## src/design/tmh_pkg.sv

```systemverilog
// tunnel-mode host handshake: shared constants and carrier types
// assumes 100 MHz hclk; serial framing handled by the block itself
package tmh_pkg;
    // ahb-lite register map (byte addresses)
    localparam logic [7:0] ADDR_CTRL = 8'h00;
    localparam logic [7:0] ADDR_RF_CMD = 8'h04;
    localparam logic [7:0] ADDR_STATUS = 8'h08;
    localparam logic [7:0] ADDR_QWAIT = 8'h0C;
    localparam logic [7:0] ADDR_AWAIT = 8'h10;
    localparam logic [7:0] ADDR_RESULT = 8'h14;
    // configuration field positions
    localparam int CTRL_SEL_BIT = 0;
    localparam int CTRL_OFFSEL_LSB = 5;
    localparam logic [2:0] OFFSEL_CLOCKED = 3'h7;
    // command codes
    localparam logic [7:0] CMD_QUERY = 8'h28;
    localparam logic [7:0] CMD_ANS_OK = 8'hF8;
    localparam logic [7:0] CMD_ANS_ERR = 8'hE8;
    localparam logic [7:0] RF_RD_JIS = 8'h06;
    localparam logic [7:0] RF_RD_TYB = 8'hB0;
    localparam logic [7:0] RF_WR_JIS = 8'h08;
    localparam logic [7:0] RF_WR_TYB = 8'hD6;
    localparam logic [7:0] RSP_QUERY = 8'h08;
    localparam logic [2:0] MODE_TUNNEL = 3'h4;
    localparam logic [7:0] STATUS_OK = 8'h00;
    // serial idle timeout, plus query and answer wait reset values
    localparam int CLK_MHZ = 100;
    localparam int SER_TO_MS = 12;
    localparam int SER_TO_CYC = SER_TO_MS * 1000 * CLK_MHZ;
    localparam logic [31:0] QWAIT_RST = 32'h000F4240;
    localparam logic [31:0] AWAIT_RST = 32'h000F4240;

    typedef enum logic [2:0] {
        ST_IDLE, ST_IRQ, ST_QWAIT, ST_QRSP, ST_AWAIT, ST_ARSP
    } tmh_state_e;

    typedef struct packed {
        logic [7:0] code;
        logic [15:0] addr;
        logic [7:0] len;
    } tmh_rfcmd_s;

    typedef struct packed {
        tmh_state_e st;
        tmh_rfcmd_s cmd;
        logic irq_low;
        logic [31:0] tmr;
        logic [7:0] retry;
        logic timeout;
        logic [7:0] result;
        logic result_v;
        logic [7:0] ctrl;
        logic [31:0] qwait;
        logic [31:0] await_lim;
        logic [2:0] sck_sync;
        logic [1:0] sin_sync;
        logic [7:0] rx_sh;
        logic [2:0] rx_cnt;
        logic [7:0] tx_sh;
        logic [1:0] tx_idx;
        logic rsp_busy;
        logic [31:0] idle_cnt;
        logic [7:0] haddr;
        logic hwrite;
        logic hsel;
        logic [31:0] hrdata;
    } tmh_regs_s;
endpackage

```

## src/design/tmh_core.sv

```systemverilog
// tunnel-mode host handshake: irq, query/answer sequencing, timeouts
// assumes ahb-lite master on hclk; serial clock and data are raw pins
//
// Register access over AHB-Lite and the address map are this design's own decisions.
`timescale 1ns/1ns
module tmh_core
    import tmh_pkg::*;
#(
    parameter int SER_TO = SER_TO_CYC
)
(
    input wire logic hclk,
    input wire logic hresetn,
    input wire logic hsel,
    input wire logic [31:0] haddr,
    input wire logic [1:0] htrans,
    input wire logic hwrite,
    input wire logic [2:0] hsize,
    input wire logic [31:0] hwdata,
    input wire logic hready,
    output logic [31:0] hrdata,
    output logic hreadyout,
    output logic hresp,
    input wire logic sck_pin,
    input wire logic sdi_pin,
    output logic sdo_pin,
    input wire logic interface_select_pin,
    input wire logic host_side_supply,
    input wire logic [31:0] async_link_wait_limit,
    output logic irq_n_out,
    output logic irq_n_oe
);
    tmh_regs_s r, n;
    logic sck_rise, sck_fall, async_mode, byte_done;
    logic [7:0] rx_byte, rsp_byte;
    logic [31:0] q_limit;

    // select serial flavour from pin or supply-off config
    assign async_mode = host_side_supply ? interface_select_pin
        : (r.ctrl[CTRL_OFFSEL_LSB +: 3] != OFFSEL_CLOCKED);
    // async wait is the longer of both limits
    assign q_limit = (async_mode && async_link_wait_limit > r.qwait)
        ? async_link_wait_limit : r.qwait;
    // edges read only the second and third sync stages
    assign sck_rise = r.sck_sync[1] & ~r.sck_sync[2];
    assign sck_fall = ~r.sck_sync[1] & r.sck_sync[2];
    assign rx_byte = {r.rx_sh[6:0], r.sin_sync[1]};
    assign byte_done = sck_rise && (r.rx_cnt == 3'h7);

    // reply bytes: code, addr hi (mode tagged), addr lo, len
    always_comb
    begin
        unique case (r.tx_idx)
            2'h0: rsp_byte = RSP_QUERY;
            2'h1: rsp_byte = {1'b0, MODE_TUNNEL, r.cmd.addr[11:8]};
            2'h2: rsp_byte = r.cmd.addr[7:0];
            default: rsp_byte = r.cmd.len;
        endcase
    end

    // open-drain interrupt: only the pin, never the data line
    assign irq_n_out = 1'b0;
    assign irq_n_oe = r.irq_low;
    assign sdo_pin = r.tx_sh[7];
    assign hrdata = r.hrdata;
    assign hreadyout = 1'b1;
    assign hresp = 1'b0;

    // whole next state
    always_comb
    begin
        n = r;
        n.sck_sync = {r.sck_sync[1:0], sck_pin};
        n.sin_sync = {r.sin_sync[0], sdi_pin};
        // bus address phase capture
        if (hready)
        begin
            n.hsel = hsel && htrans[1];
            n.haddr = haddr[7:0];
            n.hwrite = hwrite;
        end
        // serial shift: sample on rise, drive on fall
        if (sck_rise)
        begin
            n.rx_sh = rx_byte;
            n.rx_cnt = r.rx_cnt + 3'h1;
            n.idle_cnt = '0;
        end
        else if (r.rx_cnt != 3'h0 || r.rsp_busy)
        begin
            // partial byte stalled too long: reinitialise link
            if (r.idle_cnt >= SER_TO[31:0])
            begin
                n.rx_cnt = 3'h0;
                n.rsp_busy = 1'b0;
                n.idle_cnt = '0;
            end
            else
                n.idle_cnt = r.idle_cnt + 32'h1;
        end
        if (sck_fall && r.rx_cnt == 3'h0 && r.rsp_busy)
        begin
            n.tx_sh = rsp_byte;
            n.tx_idx = r.tx_idx + 2'h1;
        end
        else if (sck_fall)
            n.tx_sh = {r.tx_sh[6:0], 1'b0};
        // busy until the last reply byte is clocked out; bytes the host
        // clocks in meanwhile are dummies and must not be decoded
        if (byte_done && r.rsp_busy && r.tx_idx == 2'h0)
            n.rsp_busy = 1'b0;
        // timer runs except while a reply is pending
        if (!r.rsp_busy)
            n.tmr = r.tmr + 32'h1;
        unique case (r.st)
            ST_IDLE:
                ;
            ST_IRQ:
            begin
                // start query timer; low drive drops at first serial clock in query wait
                n.st = ST_QWAIT;
                n.tmr = '0;
            end
            ST_QWAIT:
            begin
                if (sck_rise)
                    n.irq_low = 1'b0;
                if (byte_done && rx_byte == CMD_QUERY)
                begin
                    n.st = ST_QRSP;
                    n.rsp_busy = 1'b1;
                    n.tx_idx = 2'h0;
                end
                else if (byte_done)
                    n.retry = r.retry + 8'h1;
                else if (r.tmr >= q_limit)
                begin
                    // no retried interrupt; abandon
                    n.timeout = 1'b1;
                    n.irq_low = 1'b0;
                    n.st = ST_IDLE;
                end
            end
            ST_QRSP:
                if (!r.rsp_busy)
                begin
                    n.st = ST_AWAIT;
                    n.tmr = '0;
                end
            ST_AWAIT:
            begin
                if (byte_done && !r.rsp_busy && (rx_byte == CMD_ANS_OK
                    || rx_byte == CMD_ANS_ERR))
                begin
                    n.result = rx_byte;
                    n.result_v = 1'b1;
                    n.st = ST_IDLE;
                end
                else if (byte_done && !r.rsp_busy)
                begin
                    // unrelated command: pause timer until reply out
                    n.rsp_busy = 1'b1;
                    n.tx_idx = 2'h3;
                    n.cmd.len = STATUS_OK;
                end
                else if (r.tmr >= r.await_lim)
                begin
                    n.timeout = 1'b1;
                    n.st = ST_IDLE;
                end
            end
            default:
                n.st = ST_IDLE;
        endcase
        // bus writes, data phase
        if (r.hsel && r.hwrite)
        begin
            unique case (r.haddr)
                ADDR_CTRL: n.ctrl = hwdata[7:0];
                ADDR_QWAIT: n.qwait = hwdata;
                ADDR_AWAIT: n.await_lim = hwdata;
                ADDR_RF_CMD:
                    // only rf read/write codes start a tunnel
                    if (r.st == ST_IDLE && (hwdata[31:24] == RF_RD_JIS
                        || hwdata[31:24] == RF_RD_TYB
                        || hwdata[31:24] == RF_WR_JIS
                        || hwdata[31:24] == RF_WR_TYB))
                    begin
                        n.cmd = hwdata;
                        n.irq_low = 1'b1;
                        n.st = ST_IRQ;
                        n.retry = '0;
                        n.timeout = 1'b0;
                        n.result_v = 1'b0;
                    end
                default:
                    ;
            endcase
        end
        // bus reads, registered from the address phase, answered in the data phase
        n.hrdata = '0;
        if (hready && hsel && htrans[1] && !hwrite)
        begin
            unique case (haddr[7:0])
                ADDR_CTRL: n.hrdata = {24'h0, r.ctrl};
                ADDR_RF_CMD: n.hrdata = r.cmd;
                ADDR_STATUS: n.hrdata = {13'h0, r.st, r.retry,
                    r.timeout, r.result_v, r.irq_low, async_mode, 4'h0};
                ADDR_QWAIT: n.hrdata = r.qwait;
                ADDR_AWAIT: n.hrdata = r.await_lim;
                ADDR_RESULT: n.hrdata = {24'h0, r.result};
                default: n.hrdata = '0;
            endcase
        end
    end

    // single state register
    always_ff @(posedge hclk or negedge hresetn)
    begin
        if (!hresetn)
        begin
            r <= '0;
            r.st <= ST_IDLE;
            r.qwait <= QWAIT_RST;
            r.await_lim <= AWAIT_RST;
        end
        else
            r <= n;
    end

    // interrupt rises with an accepted rf command
    property p_irq_on_cmd;
        @(posedge hclk) disable iff (!hresetn)
        (r.st == ST_IDLE && n.st == ST_IRQ) |=> r.irq_low;
    endproperty
    a_irq_on_cmd: assert property (p_irq_on_cmd)
        else $error("interrupt not raised");

    property p_irq_release;
        @(posedge hclk) disable iff (!hresetn)
        (r.st == ST_QWAIT && sck_rise) |=> !r.irq_low;
    endproperty
    a_irq_release: assert property (p_irq_release)
        else $error("interrupt not released on clock");

    property p_tmr_start;
        @(posedge hclk) disable iff (!hresetn)
        r.st == ST_IRQ |=> r.tmr == 32'h0;
    endproperty
    a_tmr_start: assert property (p_tmr_start)
        else $error("query timer not started");

    property p_q_timeout;
        @(posedge hclk) disable iff (!hresetn)
        (r.st == ST_QWAIT && !byte_done && r.tmr >= q_limit)
            |=> r.timeout && r.st == ST_IDLE && !r.irq_low;
    endproperty
    a_q_timeout: assert property (p_q_timeout)
        else $error("query timeout missed");

    property p_retry;
        @(posedge hclk) disable iff (!hresetn)
        (r.st == ST_QWAIT && byte_done && rx_byte != CMD_QUERY)
            |=> r.retry == $past(r.retry) + 8'h1;
    endproperty
    a_retry: assert property (p_retry)
        else $error("retry not counted");

    property p_query_go;
        @(posedge hclk) disable iff (!hresetn)
        (r.st == ST_QWAIT && byte_done && rx_byte == CMD_QUERY)
            |=> r.st == ST_QRSP && r.rsp_busy;
    endproperty
    a_query_go: assert property (p_query_go)
        else $error("query not recognised");

    property p_ans_tmr;
        @(posedge hclk) disable iff (!hresetn)
        (r.st == ST_QRSP && !r.rsp_busy) |=> r.st == ST_AWAIT
            && r.tmr == 32'h0;
    endproperty
    a_ans_tmr: assert property (p_ans_tmr)
        else $error("answer timer not started");

    property p_pause;
        @(posedge hclk) disable iff (!hresetn)
        (r.st == ST_AWAIT && r.rsp_busy && !byte_done)
            |=> $stable(r.tmr) || r.st != ST_AWAIT;
    endproperty
    a_pause: assert property (p_pause)
        else $error("answer timer ran during reply");

    property p_mode_bits;
        @(posedge hclk) disable iff (!hresetn)
        (sck_fall && r.rx_cnt == 3'h0 && r.rsp_busy && r.tx_idx == 2'h1)
            |=> r.tx_sh[7:4] == {1'b0, MODE_TUNNEL};
    endproperty
    a_mode_bits: assert property (p_mode_bits)
        else $error("mode bits wrong");

    property p_ans_timeout;
        @(posedge hclk) disable iff (!hresetn)
        (r.st == ST_AWAIT && !byte_done && r.tmr >= r.await_lim)
            |=> r.timeout && r.st == ST_IDLE;
    endproperty
    a_ans_timeout: assert property (p_ans_timeout)
        else $error("answer timeout missed");

    c_query: cover property (@(posedge hclk) disable iff (!hresetn)
        r.st == ST_QRSP ##[1:1000] r.st == ST_AWAIT);
    c_answer: cover property (@(posedge hclk) disable iff (!hresetn)
        r.st == ST_AWAIT ##1 r.result_v);
    c_timeout: cover property (@(posedge hclk) disable iff (!hresetn)
        $rose(r.timeout));
    c_retry: cover property (@(posedge hclk) disable iff (!hresetn)
        (r.st == ST_QWAIT) ##1 (r.retry != 8'h0));
    c_other: cover property (@(posedge hclk) disable iff (!hresetn)
        (r.st == ST_AWAIT && r.rsp_busy) ##1 !r.rsp_busy);
endmodule

```

## config.mk

```make
export PLATFORM = sky130hd
export DESIGN_NAME = tmh_core
export DESIGN_NICKNAME = d
export VERILOG_FILES = /design/src/design/tmh_pkg.sv /design/src/design/tmh_core.sv
export SDC_FILE = /design/constraint.sdc
export NUM_CORES = 1
export LEC_CHECK = 0
export ABC_AREA = 1
export BUFFER_PORTS_ARGS = -buffer_cell sky130_fd_sc_hd__buf_2
export CORE_ASPECT_RATIO = 1.2
export CORE_MARGIN = 10
export CORE_UTILIZATION = 55
export DETAILED_ROUTE_END_ITERATION = 16
export PLACE_DENSITY = 0.75
export SETUP_SLACK_MARGIN = 0.4
export SYNTH_ARGS = -nofsm -noshare
export SYNTH_HDL_FRONTEND = slang
export SYNTH_SLANG_ARGS = --single-unit
```

## constraint.sdc

```tcl
create_clock -name hclk -period 3.8 [get_ports hclk]
set_input_delay 0.19 -clock hclk [delete_from_list [all_inputs] [get_ports hclk]]
set_output_delay 0.19 -clock hclk [all_outputs]
set_load 0.01 [all_outputs]
```

==> flow_summary.toml <==
[critical_path]
path_class = "reg2reg"
crit_path_start = "r[147]"
crit_chain = "inv_4 > ha_4 > nand2_4 > nor2_4 > nand4_1 > buf_4 > nor3_4 > a21oi_2 > nand2_4 > buf_12 > buf_8 > nand2_1 > o21ai_1 > ha_1 > a21oi_2 > o21ai_2 > nand2_1 > nand2_1 > a21oi_2 > nand2_4 > nand3_2 > nand3_2 > nand2_1 > inv_1"
path_max_fanout = 9
startpoint_type = "flip-flop"
cpMaxStageDelayCell = "dfstp_2"
r2r_cells = 24
ff2ff_setup_slack_ns = 0.25
worstPathRequired_ns = 4.22
cpPeakStageDelay_ns = 0.56
regToRegEndpoint = "r[182]"
worstSetupEndpointType = "flip-flop"
cp_common_cell = "nand2_1"
reg2reg_from = "r[147]"
critPathArrivalTime_ns = 3.97

[drt]
drt_wl_total_um = 42600
ant_nets = 0
vias = 13165
drc = 0
via_per_inst = 5.58
wl_per_cell_um = 18.1
drt_first_pass_iters = 6
drtIter0Drc = 1154

[timing]
min_period_ns = 3.55
grt_setup_unrepaired = "true"
slew_headroom = 0.362
setup-tns-final_ns = 0
clock_skew_ns = 0.0153
setup-violations-final = 0
tightest_slew_ns = 0.956
fmax_mhz = 282
maxSlewViolCount = 0
hold_viol_final = 0
period_share = 0.934
fin_hold_ws_ns = 0.00975

[cells_and_area]
layout-drive-gt1-share = 0.153
area_growth_pct = 17.2
layout.nets = 2221
antenna_cells = 0
postLayoutCoreUtil = 0.658
fin_cells = 2358

[grt]
antenna_found_initial = 1
grt_pass1_vias = 13031
grt_pass1_wl_um = 67700
grt_max_degree = 115
track_usage = 0.248
grt-ovfl-total = 0

[min_path]
hp-start = "hwdata[11]"
hold_path_class = "in2reg"
whs_path_depth = 3
whs_endpoint = "r[144]"

[yosys]
synthTopCellsByArea = "dfrtp_1 (41%), nand2_1 (12%), ha_1 (9.1%)"
yosysMostFrequentCell = "nand2_1"
async_flop_share = 1.00
ys_warn_count = 0
seq_area_frac_synth = 0.436
syn_area_mm2 = 0.0148
syn-instance-count = 1870
synth_ff_type = "dfrtp_1"
synth-edff-count = 0
synth_top_area_frac = 0.412
synth_top_cell_by_area = "dfrtp_1"
ys_top_cells_by_count = "nand2_1 (472), inv_1 (263), dfrtp_1 (244), o21ai_0 (210), nor2_1 (118)"
ys_types = 46
synth.avg_cell_area_um2 = 7.93
ys_seq_elements = 258

[placement]
place_congestion = 0.913
io_buffers = 115
hpwl_um = 30300
place_inst = 2256

[floorplanning]
die_w_um = 170
row_count = 65
fp.dieArea_mm2 = 0.0340
ioPinCount = 147
core_area_mm2 = 0.0264
die_y_um = 200
start_util = 0.561

[clocking]
clk_pin_slew_ns = 0.07
insertion_delay_ns = 0.54
cts_buffers = 27
cts_tree = "built"
cts.sinks = 258
clock_path_buffers = 3
h-tree-depth = 1
cts_root_buffer = "clkbuf_16"

[power_and_ir_drop]
p_leak_uw = 0.00917
irDropWorstVdd_mv = 0.379
power.density_mw_per_mm2 = 416

[flow_run]
cap_violations = 0

[outcome]
status = "finished, final reports clean"
through the flow:
stage / setup slack (ns) / cell area [um2] / total power, uW
4_1_cts: 0.259 / 17100 / 7190
6_report: 0.251 / 17400 / 7220
3_3_place_gp: -0.00219 / 15500 / 4230
5_1_grt: 0.100 / 17400 / 7560
3_5_place_dp: -0.0157 / 15500 / 4280
2_1_floorplan: 0.725 / 14800 / 3860
worst max-delay path: cells and delay by family, from the launching register on:
| kind | cells | cell delay, ns |
|---|---|---|
| simple gates | 12 | 1.11 |
| compound gates | 5 | 0.65 |
| flops | 1 | 0.56 |
| buf+inv | 5 | 0.55 |
| fa+ha+maj | 2 | 0.54 |
how the worst max path moves through the flow:
stage                        end  slack, ns
final                     r[182]       0.25
after detailed placement  r[257]      -0.02
after global routing      r[182]       0.10
after floorplan           r[257]       0.72
after CTS                 r[182]       0.26
after global placement    r[257]     -0.002
cells in the final DEF (no fill, tap or decap), types with 9 or more instances in the layout:
cell | Yosys | routed
o22ai_1 | 24 | 24
dfrtp_1 | 244 | 244
a21oi_1 | 78 | 69
nor3_1 | 29 | 26
buf_4 | 37 | 27
ha_1 | 108 | 101
xor2_1 | 33 | 33
nor2_1 | 118 | 110
inv_2 | 7 | 14
nand4_1 | 19 | 19
nand3_1 | 66 | 64
dfstp_2 | 14 | 14
a31oi_1 | 13 | 12
nand2_2 | 0 | 16
o211ai_1 | 9 | 9
clkbuf_16 | 0 | 29
nand2_1 | 472 | 452
inv_1 | 263 | 255
o21ai_1 | 8 | 23
a21oi_2 | 0 | 9
dlygate4sd3_1 | 0 | 33
buf_2 | 13 | 114
o21ai_0 | 210 | 190
final cells by class:
cell class | count | area (um2)
clock inverters | 12 | 196
multi-input cells | 1260 | 7170
repair buffers | 185 | 1330
fillers | 2145 | 9050
flip-flops and latches | 258 | 6470
clock buffers | 37 | 773
inverters | 271 | 1020
well taps | 335 | 419
report_power, final:
group | total [uW] | internal [uW] | switching (uW)
logic | 1210 | 434 | 776
registers | 3140 | 2940 | 207
clock network | 2870 | 1760 | 1110
total | 7220 | 5130 | 2090
kinds of logic after synthesis:
group | count (synthesis) | synth area share
compound gates | 377 | 0.142
xor+xnor | 39 | 0.0230
fa+ha+maj | 108 | 0.0911
buf+inv | 353 | 0.101
flops | 258 | 0.436
mux | 5 | 0.00379
other cells | 2 | 0.000506
simple gates | 728 | 0.202
metal layers:
layer,routed length (um),vias to the layer above,GRT usage
met1,16900,6219,0.308
met5,0,-,0
li1,-,6332,-
met3,3120,108,0.0377
met4,1850,0,0.100
met2,20700,506,0.425
timing repair:
action                                 CTS  global route
gates cloned                             2             2
pin swaps                               27            34
setup endpoints to repair                3             3
setup buffers                            7             9
endpoints found under the hold margin  160             0
hold buffers                            33             0
resized for setup                       59            43
Note: power is estimated with default switching activity, not from simulation.
